`src/core/ledi2c_pkg.sv`:
```
// Purpose: Shared constants for the LED driver two-wire slave port.
// Assumes: Byte-wide registers at byte offsets 0x00 to 0x1F.
// Notes: Reset values of unnamed offsets are zero.
package ledi2c_pkg;

   // Own 7-bit slave address with the address-select pin grounded.
   localparam logic [6:0] OWN_ADDR = 7'h40;

   // Size of the register file and offset of its last register.
   localparam int REG_COUNT = 32;
   localparam logic [7:0] REG_LAST = 8'h1F;

   // Register offsets; in word pairs the high byte is at the even offset.
   localparam logic [7:0] OFS_LED_CHANNEL_ENABLE_WORD = 8'h00;
   localparam logic [7:0] OFS_PWM_PERIOD_WORD = 8'h02;
   localparam logic [7:0] OFS_CHANNEL1_ON_TIME_WORD = 8'h10;
   localparam logic [7:0] OFS_CHANNEL2_ON_TIME_WORD = 8'h12;
   localparam logic [7:0] OFS_CHANNEL8_ON_TIME_WORD = 8'h1E;
   localparam logic [7:0] OFS_OVP_THRESHOLD = 8'h04;
   localparam logic [7:0] OFS_FAULT_MODE = 8'h06;

   // Reset values of the registers that are not zero after reset.
   localparam logic [7:0] RST_ENABLE_HI = 8'h03;
   localparam logic [7:0] RST_ENABLE_LO = 8'hFF;
   localparam logic [7:0] RST_PERIOD_HI = 8'h0F;
   localparam logic [7:0] RST_PERIOD_LO = 8'hFF;
   localparam logic [7:0] RST_OVP = 8'h1C;
   localparam logic [7:0] RST_FAULT_HI = 8'h0A;
   localparam logic [7:0] RST_FAULT_LO = 8'hBE;
   localparam logic [7:0] RST_ZERO = 8'h00;

   // Bit count of one byte on the wire, last index of the count.
   localparam logic [2:0] BIT_LAST = 3'h7;

   // Width of one buffered write: register offset and data byte.
   localparam int WR_WIDTH = 16;

   // Transfer sequence states, one-hot.
   typedef enum logic [5:0] {
      LEDI2C_IDLE = 6'h01,
      LEDI2C_ADDR = 6'h02,
      LEDI2C_RX = 6'h04,
      LEDI2C_ACK = 6'h08,
      LEDI2C_TX = 6'h10,
      LEDI2C_RACK = 6'h20
   } ledi2c_state_t;

endpackage

```
`src/core/ledi2c_buf2.sv`:
```
// Purpose: Two-entry buffer with valid and ready on both sides.
// Assumes: Single clock, asynchronous active-high reset.
// Notes: Full and empty are exact; a stalled drain fills it.
`timescale 1ns/1ps
module ledi2c_buf2 #(
   parameter int DW = 16
) (
   input wire logic core_clk,
   input wire logic sys_rst,
   input wire logic in_valid,
   output logic in_ready,
   input wire logic [DW-1:0] in_data,
   output logic out_valid,
   input wire logic out_ready,
   output logic [DW-1:0] out_data
);

   // Storage for the two entries.
   logic [DW-1:0] mem_r [0:1];
   // Write and read slot pointers.
   logic wp_r;
   logic rp_r;
   // Number of entries held, zero to two.
   logic [1:0] cnt_r;
   // Handshake strobes of both sides.
   logic push;
   logic pop;

   // The buffer accepts while a slot is free and offers while one is held.
   assign in_ready = (cnt_r != 2'h2);
   assign out_valid = (cnt_r != 2'h0);
   assign out_data = mem_r[rp_r];
   assign push = in_valid & in_ready;
   assign pop = out_valid & out_ready;

   // Slot storage and pointers move on each accepted handshake.
   always_ff @(posedge core_clk or posedge sys_rst) begin
      if (sys_rst) begin
         mem_r[0] <= '0;
         mem_r[1] <= '0;
         wp_r <= 1'b0;
         rp_r <= 1'b0;
      end else begin
         if (push) begin
            mem_r[wp_r] <= in_data;
            wp_r <= ~wp_r;
         end
         if (pop) begin
            rp_r <= ~rp_r;
         end
      end
   end

   // The fill count rises on a push, falls on a pop, holds on both.
   always_ff @(posedge core_clk or posedge sys_rst) begin
      if (sys_rst) begin
         cnt_r <= 2'h0;
      end else if (push & ~pop) begin
         cnt_r <= cnt_r + 2'h1;
      end else if (pop & ~push) begin
         cnt_r <= cnt_r - 2'h1;
      end
   end

endmodule

```
`src/core/ledi2c_slave.sv`:
```
// Purpose: Two-wire slave port holding the LED driver register file.
// Assumes: The master makes SCL and obeys the bus timing.
// Notes: SDA is open drain, driven low only while sda_oe is high.
// Behaviour
// - SDA falling with SCL high starts.
// - SDA rising with SCL high stops.
// - First byte: 7-bit address, direction bit.
// - Eight bits, MSB first, then acknowledge.
// - Start or stop resets transfer sequence.
// - Acknowledge own address in ninth clock.
// - Acknowledge every written byte; a data byte is not acknowledged while the write buffer is full.
// - Write: address, register select, data bytes.
// - Further written bytes go to next register.
// - Read: select, repeated start, read address.
// - Slave never drives SCL.
// - Keep sending while master acknowledges.
// - Any register readable, singly or burst.
// - No minimum SCL rate, wait forever.
// - Partial byte discarded on start or stop.
// - SCL input only, SDA open drain.
// - Responds to address 100 0000.
`timescale 1ns/1ps
module ledi2c_slave
   import ledi2c_pkg::*;
(
   input wire logic core_clk,
   input wire logic sys_rst,
   input wire logic scl_i,
   input wire logic sda_i,
   output logic sda_o,
   output logic sda_oe,
   input wire logic wr_hold,
   output logic [15:0] led_channel_enable_word,
   output logic [15:0] pwm_period_word,
   output logic [127:0] on_time_words
);

   // Two-stage synchronisers and a third stage for edge detection.
   logic scl_s1_r;
   logic scl_s2_r;
   logic scl_s3_r;
   logic sda_s1_r;
   logic sda_s2_r;
   logic sda_s3_r;
   // Bus events decoded from the synchronised lines.
   logic scl_rise;
   logic scl_fall;
   logic bus_start;
   logic bus_stop;
   // Transfer sequence state and its shift path.
   ledi2c_state_t state_r;
   logic [7:0] shift_r;
   logic [2:0] cnt_r;
   logic done_r;
   logic rd_r;
   logic ptr_phase_r;
   logic [7:0] ptr_r;
   // Drive-low request of the SDA pin.
   logic oe_r;
   // Write request towards the buffer.
   logic push_r;
   logic [WR_WIDTH-1:0] push_data_r;
   logic buf_in_ready;
   logic buf_out_valid;
   logic buf_out_ready;
   logic [WR_WIDTH-1:0] buf_out_data;
   // Register file and the shadow of a pending high byte.
   logic [7:0] mem_r [0:REG_COUNT-1];
   logic [7:0] hi_r;
   logic [7:0] hi_addr_r;
   logic hi_valid_r;
   // Write being drained into the register file.
   logic [7:0] wr_addr;
   logic [7:0] wr_data;
   // Byte at the pointer, loaded when a read byte starts.
   logic [7:0] rd_next;

   // True for the even offset that opens a word pair.
   function automatic logic pair_hi(input logic [7:0] a);
      logic hit;
      hit = (a == OFS_LED_CHANNEL_ENABLE_WORD) ||
            (a == OFS_PWM_PERIOD_WORD) ||
            ((a >= OFS_CHANNEL1_ON_TIME_WORD) &&
             (a <= OFS_CHANNEL8_ON_TIME_WORD) && !a[0]);
      return hit;
   endfunction

   // Reset value of the register at a given offset.
   function automatic logic [7:0] rst_val(input logic [7:0] a);
      logic [7:0] v;
      case (a)
         OFS_LED_CHANNEL_ENABLE_WORD: v = RST_ENABLE_HI;
         OFS_LED_CHANNEL_ENABLE_WORD + 8'h01: v = RST_ENABLE_LO;
         OFS_PWM_PERIOD_WORD: v = RST_PERIOD_HI;
         OFS_PWM_PERIOD_WORD + 8'h01: v = RST_PERIOD_LO;
         OFS_OVP_THRESHOLD: v = RST_OVP;
         OFS_FAULT_MODE: v = RST_FAULT_HI;
         OFS_FAULT_MODE + 8'h01: v = RST_FAULT_LO;
         default: v = RST_ZERO;
      endcase
      return v;
   endfunction

   // Byte returned for a read; offsets past the file read as zero.
   function automatic logic [7:0] rd_byte(input logic [7:0] a,
                                          input logic [7:0] m);
      return (a <= REG_LAST) ? m : RST_ZERO;
   endfunction

   // Both pins are sampled twice before any logic looks at them.
   always_ff @(posedge core_clk or posedge sys_rst) begin
      if (sys_rst) begin
         scl_s1_r <= 1'b1;
         scl_s2_r <= 1'b1;
         scl_s3_r <= 1'b1;
         sda_s1_r <= 1'b1;
         sda_s2_r <= 1'b1;
         sda_s3_r <= 1'b1;
      end else begin
         scl_s1_r <= scl_i;
         scl_s2_r <= scl_s1_r;
         scl_s3_r <= scl_s2_r;
         sda_s1_r <= sda_i;
         sda_s2_r <= sda_s1_r;
         sda_s3_r <= sda_s2_r;
      end
   end

   // Clock edges, and SDA edges while SCL stays high.
   assign scl_rise = scl_s2_r & ~scl_s3_r;
   assign scl_fall = ~scl_s2_r & scl_s3_r;
   assign bus_start = scl_s2_r & scl_s3_r & sda_s3_r & ~sda_s2_r;
   assign bus_stop = scl_s2_r & scl_s3_r & ~sda_s3_r & sda_s2_r;

   // Byte at the pointer, or zero past the end of the file.
   assign rd_next = rd_byte(ptr_r, mem_r[ptr_r[4:0]]);

   // SDA only ever pulls low; SCL has no output at all.
   assign sda_o = 1'b0;
   assign sda_oe = oe_r;

   // Transfer sequence: bits are taken on SCL rising and SDA is
   // changed on SCL falling, so the master's setup window is kept.
   // Nothing here times out, so a paused master is simply waited for.
   always_ff @(posedge core_clk or posedge sys_rst) begin
      if (sys_rst) begin
         state_r <= LEDI2C_IDLE;
         shift_r <= 8'h00;
         cnt_r <= 3'h0;
         done_r <= 1'b0;
         rd_r <= 1'b0;
         ptr_phase_r <= 1'b0;
         oe_r <= 1'b0;
         push_r <= 1'b0;
         push_data_r <= '0;
         ptr_r <= 8'h00;
      end else begin
         push_r <= 1'b0;
         if (bus_start) begin
            // A start, first or repeated, drops any partial byte.
            state_r <= LEDI2C_ADDR;
            cnt_r <= 3'h0;
            done_r <= 1'b0;
            oe_r <= 1'b0;
         end else if (bus_stop) begin
            // A stop ends the transfer and releases the line.
            state_r <= LEDI2C_IDLE;
            cnt_r <= 3'h0;
            done_r <= 1'b0;
            oe_r <= 1'b0;
         end else begin
            case (state_r)
               LEDI2C_IDLE: begin
                  // Nothing happens until a start is seen.
                  oe_r <= 1'b0;
               end
               LEDI2C_ADDR: begin
                  // Address byte, MSB first, direction bit last.
                  if (scl_rise && !done_r) begin
                     shift_r <= {shift_r[6:0], sda_s2_r};
                     cnt_r <= cnt_r + 3'h1;
                     done_r <= (cnt_r == BIT_LAST);
                  end else if (scl_fall && done_r) begin
                     done_r <= 1'b0;
                     cnt_r <= 3'h0;
                     if (shift_r[7:1] == OWN_ADDR) begin
                        // Own address: pull low for the ninth clock.
                        oe_r <= 1'b1;
                        rd_r <= shift_r[0];
                        ptr_phase_r <= ~shift_r[0];
                        state_r <= LEDI2C_ACK;
                     end else begin
                        // Another slave is addressed; stay released.
                        state_r <= LEDI2C_IDLE;
                     end
                  end
               end
               LEDI2C_RX: begin
                  // Register select byte or data byte from the master.
                  if (scl_rise && !done_r) begin
                     shift_r <= {shift_r[6:0], sda_s2_r};
                     cnt_r <= cnt_r + 3'h1;
                     done_r <= (cnt_r == BIT_LAST);
                  end else if (scl_fall && done_r) begin
                     done_r <= 1'b0;
                     cnt_r <= 3'h0;
                     if (ptr_phase_r) begin
                        // First byte after a write address selects.
                        ptr_r <= shift_r;
                        ptr_phase_r <= 1'b0;
                        oe_r <= 1'b1;
                        state_r <= LEDI2C_ACK;
                     end else if (buf_in_ready) begin
                        // Whole byte queued, then the pointer steps.
                        push_r <= 1'b1;
                        push_data_r <= {ptr_r, shift_r};
                        ptr_r <= ptr_r + 8'h01;
                        oe_r <= 1'b1;
                        state_r <= LEDI2C_ACK;
                     end else begin
                        // No room: leave SDA high so the master sees
                        // a refusal and the byte is not lost silently.
                        state_r <= LEDI2C_IDLE;
                     end
                  end
               end
               LEDI2C_ACK: begin
                  // The ninth clock ends on its falling edge.
                  if (scl_fall) begin
                     if (rd_r) begin
                        // Read: first data bit goes out at once.
                        shift_r <= rd_next;
                        oe_r <= ~rd_next[7];
                        ptr_r <= ptr_r + 8'h01;
                        cnt_r <= 3'h0;
                        state_r <= LEDI2C_TX;
                     end else begin
                        oe_r <= 1'b0;
                        state_r <= LEDI2C_RX;
                     end
                  end
               end
               LEDI2C_TX: begin
                  // Shift the read byte out, one bit per falling edge.
                  if (scl_fall) begin
                     if (cnt_r == BIT_LAST) begin
                        oe_r <= 1'b0;
                        state_r <= LEDI2C_RACK;
                     end else begin
                        oe_r <= ~shift_r[6];
                        shift_r <= {shift_r[6:0], 1'b0};
                        cnt_r <= cnt_r + 3'h1;
                     end
                  end
               end
               LEDI2C_RACK: begin
                  // Master acknowledge decides whether to go on.
                  if (scl_rise && !done_r) begin
                     if (sda_s2_r) begin
                        state_r <= LEDI2C_IDLE;
                     end else begin
                        done_r <= 1'b1;
                     end
                  end else if (scl_fall && done_r) begin
                     // Acknowledged: next higher register follows.
                     done_r <= 1'b0;
                     shift_r <= rd_next;
                     oe_r <= ~rd_next[7];
                     ptr_r <= ptr_r + 8'h01;
                     cnt_r <= 3'h0;
                     state_r <= LEDI2C_TX;
                  end
               end
               default: begin
                  state_r <= LEDI2C_IDLE;
                  oe_r <= 1'b0;
               end
            endcase
         end
      end
   end

   // Completed write bytes wait here; wr_hold stalls the drain.
   ledi2c_buf2 #(
      .DW(WR_WIDTH)
   ) u_buf (
      .core_clk(core_clk),
      .sys_rst(sys_rst),
      .in_valid(push_r),
      .in_ready(buf_in_ready),
      .in_data(push_data_r),
      .out_valid(buf_out_valid),
      .out_ready(buf_out_ready),
      .out_data(buf_out_data)
   );

   assign buf_out_ready = ~wr_hold;
   assign wr_addr = buf_out_data[15:8];
   assign wr_data = buf_out_data[7:0];

   // Register file update: word pairs go through the shadow byte so
   // the logic behind never sees half of a new word.
   always_ff @(posedge core_clk or posedge sys_rst) begin
      if (sys_rst) begin
         for (int i = 0; i < REG_COUNT; i++) begin
            mem_r[i] <= rst_val(8'(i));
         end
         hi_r <= 8'h00;
         hi_addr_r <= 8'h00;
         hi_valid_r <= 1'b0;
      end else if (buf_out_valid && buf_out_ready &&
                   (wr_addr <= REG_LAST)) begin
         if (pair_hi(wr_addr)) begin
            // High byte of a pair is held back.
            hi_r <= wr_data;
            hi_addr_r <= wr_addr;
            hi_valid_r <= 1'b1;
         end else if (pair_hi(wr_addr - 8'h01)) begin
            // Low byte commits the held high byte with it.
            if (hi_valid_r && (hi_addr_r == wr_addr - 8'h01)) begin
               mem_r[hi_addr_r[4:0]] <= hi_r;
               mem_r[wr_addr[4:0]] <= wr_data;
            end
            hi_valid_r <= 1'b0;
         end else begin
            // Plain byte registers take the data at once.
            mem_r[wr_addr[4:0]] <= wr_data;
         end
      end
   end

   // Word outputs towards the channel logic, straight from flops.
   assign led_channel_enable_word = {mem_r[0], mem_r[1]};
   assign pwm_period_word = {mem_r[2], mem_r[3]};

   // Eight on-time words, channel 1 in the low bits.
   genvar g;
   generate
      for (g = 0; g < 8; g++) begin : g_on
         assign on_time_words[g*16 +: 16] =
            {mem_r[16 + 2*g], mem_r[17 + 2*g]};
      end
   endgenerate

endmodule

```
`config.mk`:
```
export PLATFORM = sky130hd
export DESIGN_NAME = ledi2c_slave
export DESIGN_NICKNAME = d
export VERILOG_FILES = /design/src/core/ledi2c_pkg.sv /design/src/core/ledi2c_buf2.sv /design/src/core/ledi2c_slave.sv
export SDC_FILE = /design/constraint.sdc
export NUM_CORES = 1
export LEC_CHECK = 0
export BUFFER_PORTS_ARGS = -buffer_cell sky130_fd_sc_hd__buf_2
export CAP_MARGIN = 40
export CORE_MARGIN = 2
export CORE_UTILIZATION = 50
export CTS_BUF_LIST = sky130_fd_sc_hd__clkbuf_8
export CTS_CLUSTER_SIZE = 8
export DETAILED_ROUTE_END_ITERATION = 8
export GPL_TIMING_DRIVEN = 0
export PLACE_DENSITY = 0.67
export SLEW_MARGIN = 0
export SYNTH_ARGS = -nofsm -noshare
export SYNTH_HDL_FRONTEND = slang
export SYNTH_SLANG_ARGS = --single-unit
```
`constraint.sdc`:
```
create_clock -name core_clk -period 18.4 [get_ports core_clk]
set_clock_uncertainty 0.1 [all_clocks]
set_input_delay 0.92 -clock core_clk [delete_from_list [all_inputs] [get_ports core_clk]]
set_output_delay 0.92 -clock core_clk [all_outputs]
set_load 0.01 [all_outputs]
```
---- Word-level counts from Yosys, hierarchy flattened ----
Index checks and enable logic that the tools add are counted.
operators by class
  add/sub/neg operators ................... 5
  magnitude comparators ................... 14
  equal/unequal tests ..................... 43
  mux-type cells .......................... 103
  bitwise logic cells ..................... 33
  reduce and logical (&&, ||, !) cells .... 42
operators with widths
  kind                                                                count
  bitwise mux 256 bit                                                 3
  two-way mux 256 bit                                                 2
  two-way mux 8 bit                                                   20
  demux 8 bit (select 5 bit)                                          2
  two-way mux 6 bit                                                   12
  two-way mux 16 bit                                                  4
  != test 4 bit (second input constant)                               12
  binary-select mux 8 bit (select 5 bit)                              1
  AND reduction 10 bit                                                4
  one-hot mux 6 bit (6 select lines)                                  1
  two-way mux 1 bit                                                   35
  bitwise mux 32 bit                                                  1
  less-or-equal comparator 8 x 5 -> 1 bit (second input constant)     4
  one-hot mux 8 bit (4 select lines)                                  1
  two-way mux 3 bit                                                   9
  != test 2 bit (second input constant)                               12
  one-hot mux 8 bit (3 select lines)                                  1
  greater-or-equal comparator 6 bit (second input constant)           3
  inverter 5 -> 6 bit                                                 3
  inverter 1 bit                                                      17
  demux 16 bit (select 1 bit)                                         1
  == test 8 x 2 -> 1 bit (second input constant)                      2
  greater-or-equal comparator 8 x 5 -> 1 bit (second input constant)  2
  logical NOT 8 bit                                                   2
  43 further kinds                                                    86
word-level totals
  flip-flop bits (word level) ............. 361
  bits of input ports ..................... 5
  output and inout port bits .............. 162
  logic and storage cells ................. 296

---- Longest topological paths before layout ----
  word-level depth ........................ 12
  depth in mapped cells ................... 15
  depth with buffers taken out ............ 10

---- Cells and area by module ----
A second synthesis with hierarchy kept.
unflattened totals
  cells, all modules ...................... 2101
  area, all modules ....................... 22079.9 um2
by module, submodules not included
  module        times used  cells each  area an instance (um2)  sequential area each (um2)
  ledi2c_slave  1           1998        20428.3                 8182.8
  ledi2c_buf2   1           103         1651.6                  900.9

---- Least setup slack after synthesis ----
Ideal clock, no wire load.
  path type ............................... register -> register
  start point ............................. reg u_buf.rp_r
  end point ............................... reg mem_r[136] (netlist name)
  arrival ................................. 3.980 ns
  required time ........................... 18.176 ns
  path slack .............................. 14.196 ns
  stages on the path, launching flop included .. 15
  cell sequence ........................... dfrtp_1 > buf_4 > buf_2 > buf_1 > mux2i_1 > ha_1 > or4b_1 > nand2_1 > xnor2_1 > mux2_4 > o41ai_1 > buf_2 > buf_4 > buf_2 > o2bb2ai_1
between the ends
  cells in the longest elaborated chain, start to end .. 12
  elaborated cells on any way between the ends .. 40
  those cells by class .................... 1 x add/sub; 7 x order compare; 4 x eq/ne; 9 x mux; 3 x bitwise; 16 x reduce/logical
ends and longest elaborated chain
  item                                                                               RTL line             source
  start, declared                                                                    ledi2c_buf2.sv:22    logic rp_r;
  start signal, assigned                                                             ledi2c_buf2.sv:49    rp_r <= ~rp_r;
  inverter 1 -> 2 bit (not written as such) *                                        ledi2c_buf2.sv:32    assign out_data = mem_r[rp_r];
  two-way mux 16 bit (not written as such) * (3 in series)                           ledi2c_buf2.sv:32
  parallel branches: the longest is 8 deep, another holds subtractor 8 x 1 -> 8 bit  n/a
  end signal, assigned by index                                                      ledi2c_slave.sv:321  mem_r[hi_addr_r[4:0]] <= hi_r;
  end signal, assigned by index                                                      ledi2c_slave.sv:322  mem_r[wr_addr[4:0]] <= wr_data;
  end signal, assigned by index                                                      ledi2c_slave.sv:327  mem_r[wr_addr[4:0]] <= wr_data;
  end, declared                                                                      ledi2c_slave.sv:68   logic [7:0] mem_r [0:REG_COUNT-1];
Mark *: on every way between the ends. The select of a mux whose other input is x is not followed.
A chain may end at the register's enable or synchronous reset.

---- Worst setup path in the final report ----
  start point ............................. reg u_buf.rp_r
  end point ............................... reg mem_r[164] (netlist name)
The elaborated chain is that of the path after synthesis.

==> out/metrics.cfg <==
[power]
p_per_area_nw_per_um2 = 69.7
peakVddDrop_v = 0.0000572
totalPowerFinal_mw = 1.62
p_leak_nw = 10.8

[clock_network]
cts_num_sinks = 361
cts_buffer_depth = 3
cts-resized-gates = 0
cts_tree = yes
cts_buffers = 60
clk-insertion-delay-late_ns = 0.69
htree_num_levels = 2
clk_pin_slew_worst_paths_ns = 0.07
cts_root_buf = clkbuf_8
hold_buffers = 0
post-cts-setup-buffer-count = 0

[final_layout]
fillers = 3452
final_cells = 2631
drive_above_1_share_pct = 33.4
syn2layout_area_growth_pct = 14.5
final_nets = 2071
design_area_um2 = 23200
fin_util_pct = 58.2

[floorplan]
die_area_um2 = 42100
start_util_pct = 50.9
io_pins = 167
core_area_um2 = 39800
rows = 73
fp.dieW_um = 205
die_height_um = 205

[timing]
setup_viol = 0
setup_ws_ns = 12.05
setup_tns_ns = 0
rsz0062_at_grt = false
worst_pin_slew_ns = 1.07
max_freq_mhz = 157
period_share_pct = 34.5
slew_headroom_pct = 28.7
whs_ns = 0.166
hold_viol = 0
post-route-min-period_ns = 6.35
drv_slew = 0

[worst_setup_path]
cp.arrival_ns = 6.77
path_max_fanout = 10
cp.required_ns = 18.82
worstSetupPathType = register to register
start_kind = register
endpoint_kind = register

[place]
placed_area_um2 = 21900
preCtsSetupSlack_ns = 12.31
gp_congestion = 1.04
portBuffers = 165
place_inst = 2519
hpwl_um = 54900

[yosys]
seq_area_frac_synth_pct = 44.9
synth_edf_count = 0
syn-num-nets = 1833
ys.flop_type = dfrtp_1
ys_seq_elements = 361
netlist_instances = 1819
synthArstFlopShare_pct = 100
synth_warnings = 0
avgSynthCellArea_um2 = 11.1
synth_cell_type_count = 72
syn-cell-area_um2 = 20300

[global_route]
grt_pass1_wl_um = 113000
grt_pass1_vias = 17421
grt_max_degree = 92
antenna_found_initial = 2
grt_overflow = 0
grt_usage_pct = 36.4

[status]
status = finished with violations
violations = DRC

[routing]
postRouteAntennaNets = 0
drt_iter0_drc = 2281
finalWirelength_um = 76100
wl_per_cell_um = 28.9
vias = 17861
drc = 2
via_per_inst = 6.79
drt_pass1_iterations = 9

[worst_hold_path]
hp-class = input pin to async pin

[run]
cap_violations = 0

## worst max-delay path, stage by stage, from the launching register on
cell       delay (ns)
dfrtp_1          0.47
buf_4            0.24
buf_2            0.27
buf_1            0.55
mux2i_1          0.67
ha_1             0.38
or4b_1           0.51
nand2_1          0.15
xnor2_1          0.21
mux2_4           0.39
nor3_2           0.83
buf_2            0.46
nand3_1          0.35
o22ai_1          0.48
a2bb2oi_1        0.12
## synth_stat cells, drive strengths merged, types with 2 or more instances
master,number,area (um^2)
dfrtp,321,8030
o22ai,243,1520
buf,210,1450
a2bb2oi,209,1930
a21oi,107,674
clkbuf,99,372
nand2,90,338
nor2,86,323
mux4,80,1800
mux2,72,815
nand3,42,210
dfstp,40,1050
mux2i,18,180
o21ai,18,97.6
a22oi,16,120
o2bb2ai,16,140
nor3,14,85.1
xnor2,11,96.3
inv,10,37.5
ha,9,113
nand2b,9,56.3
nand4,7,43.8
nor2b,7,43.8
and3,6,37.5
nor3b,6,50.1
a31oi,5,31.3
a22o,4,35.0
nor4,4,40.0
o211ai,4,35.0
o31ai,4,30.0
or2,4,25.0
xor2,4,35.0
a211oi,3,22.5
and3b,3,26.3
o211a,3,30.0
o21a,3,22.5
or4,3,22.5
or4b,3,30.0
a21o,2,15.0
and2,2,12.5
nor4b,2,23.8
o41ai,2,17.5
or3,2,12.5
## power breakdown
group          switching [mW]  internal (mW)
clock network           0.350          0.406
registers              0.0134          0.804
logic                  0.0281         0.0147
total                   0.391           1.22
## routing by layer
layer  up-vias  wire length [um]  GRT usage [%]
met5         -                 0              0
met4         0              4680           19.0
met3       289              9470           10.4
met2      1296             33000           53.4
met1      8889             29000           49.3
li1       7387                 -              -
## cell families (layout without fill, tap and decap cells)
| group | count (synthesis) | in the layout | synth area share, % |
|---|---|---|---|
| buffers and inverters | 319 | 605 | 9.20 |
| XOR/XNOR | 16 | 16 | 0.760 |
| AND/OR/NAND/NOR | 294 | 294 | 7.01 |
| AO/OA/AOI/OAI | 649 | 649 | 23.8 |
| multiplexers | 170 | 170 | 13.8 |
| flip-flops | 361 | 361 | 44.9 |
| adder cells (fa/ha/maj) | 9 | 9 | 0.556 |
| other | 1 | 2 | 0.0185 |
## worst paths after layout
check	to	start	cells past startpoint	slack [ns]
min in group core_clk	scl_s2_r	scl_s1_r	0	0.26
worst max-delay path	mem_r[164]	u_buf.rp_r	14	12.05
worst min register to register	scl_s2_r	scl_s1_r	0	0.26
max in group asynchronous	on_time_words[49]	sys_rst	5	16.48
worst min-delay path	u_buf.cnt_r[0]	sys_rst	2	0.17
worst max register to register	mem_r[164]	u_buf.rp_r	14	12.05
## cell usage in the layout, fill, tap and decap left out, types with 6 or more instances in the layout
cell,n
and3_1,6
buf_1,21
buf_4,164
a22oi_1,16
mux2i_1,18
mux2_2,71
buf_2,189
dfstp_2,40
dfrtp_1,321
o2bb2ai_1,16
clkbuf_8,78
nand2_1,90
nor2b_1,7
inv_1,32
a2bb2oi_1,193
nand4_1,7
mux4_2,80
nand2b_1,9
nand3_1,42
o22ai_1,243
a2bb2oi_2,16
ha_1,9
nor3_1,11
buf_6,7
a21oi_1,80
o21ai_0,16
xnor2_1,11
clkbuf_1,99
a21oi_2,22
nor2_1,86
## sequential cells by signal (all words and copies together), names as in the netlist, 2 cells and up
register,flops
state_r,6
mem_r,96
u_buf.cnt_r,2
ptr_r,8
push_data_r,16
pwm_period_word,16
hi_r,8
u_buf.mem_r,32
on_time_words,128
shift_r,8
hi_addr_r,8
led_channel_enable_word,16
cnt_r,3
## layout make-up
cell class	instances	area, um^2	share of cell area, %
inverter	10	45.0	0.194
sequential	361	9080	39.2
buffer	309	1830	7.87
clock inverter	32	189	0.815
tap	525	657	2.83
antenna	1	2.50	0.0108
clock buffer	78	1070	4.63
timing repair buffer	176	1010	4.34
multi-input combinational	1139	9310	40.1
No activity file was read; power rests on OpenSTA's default activity.
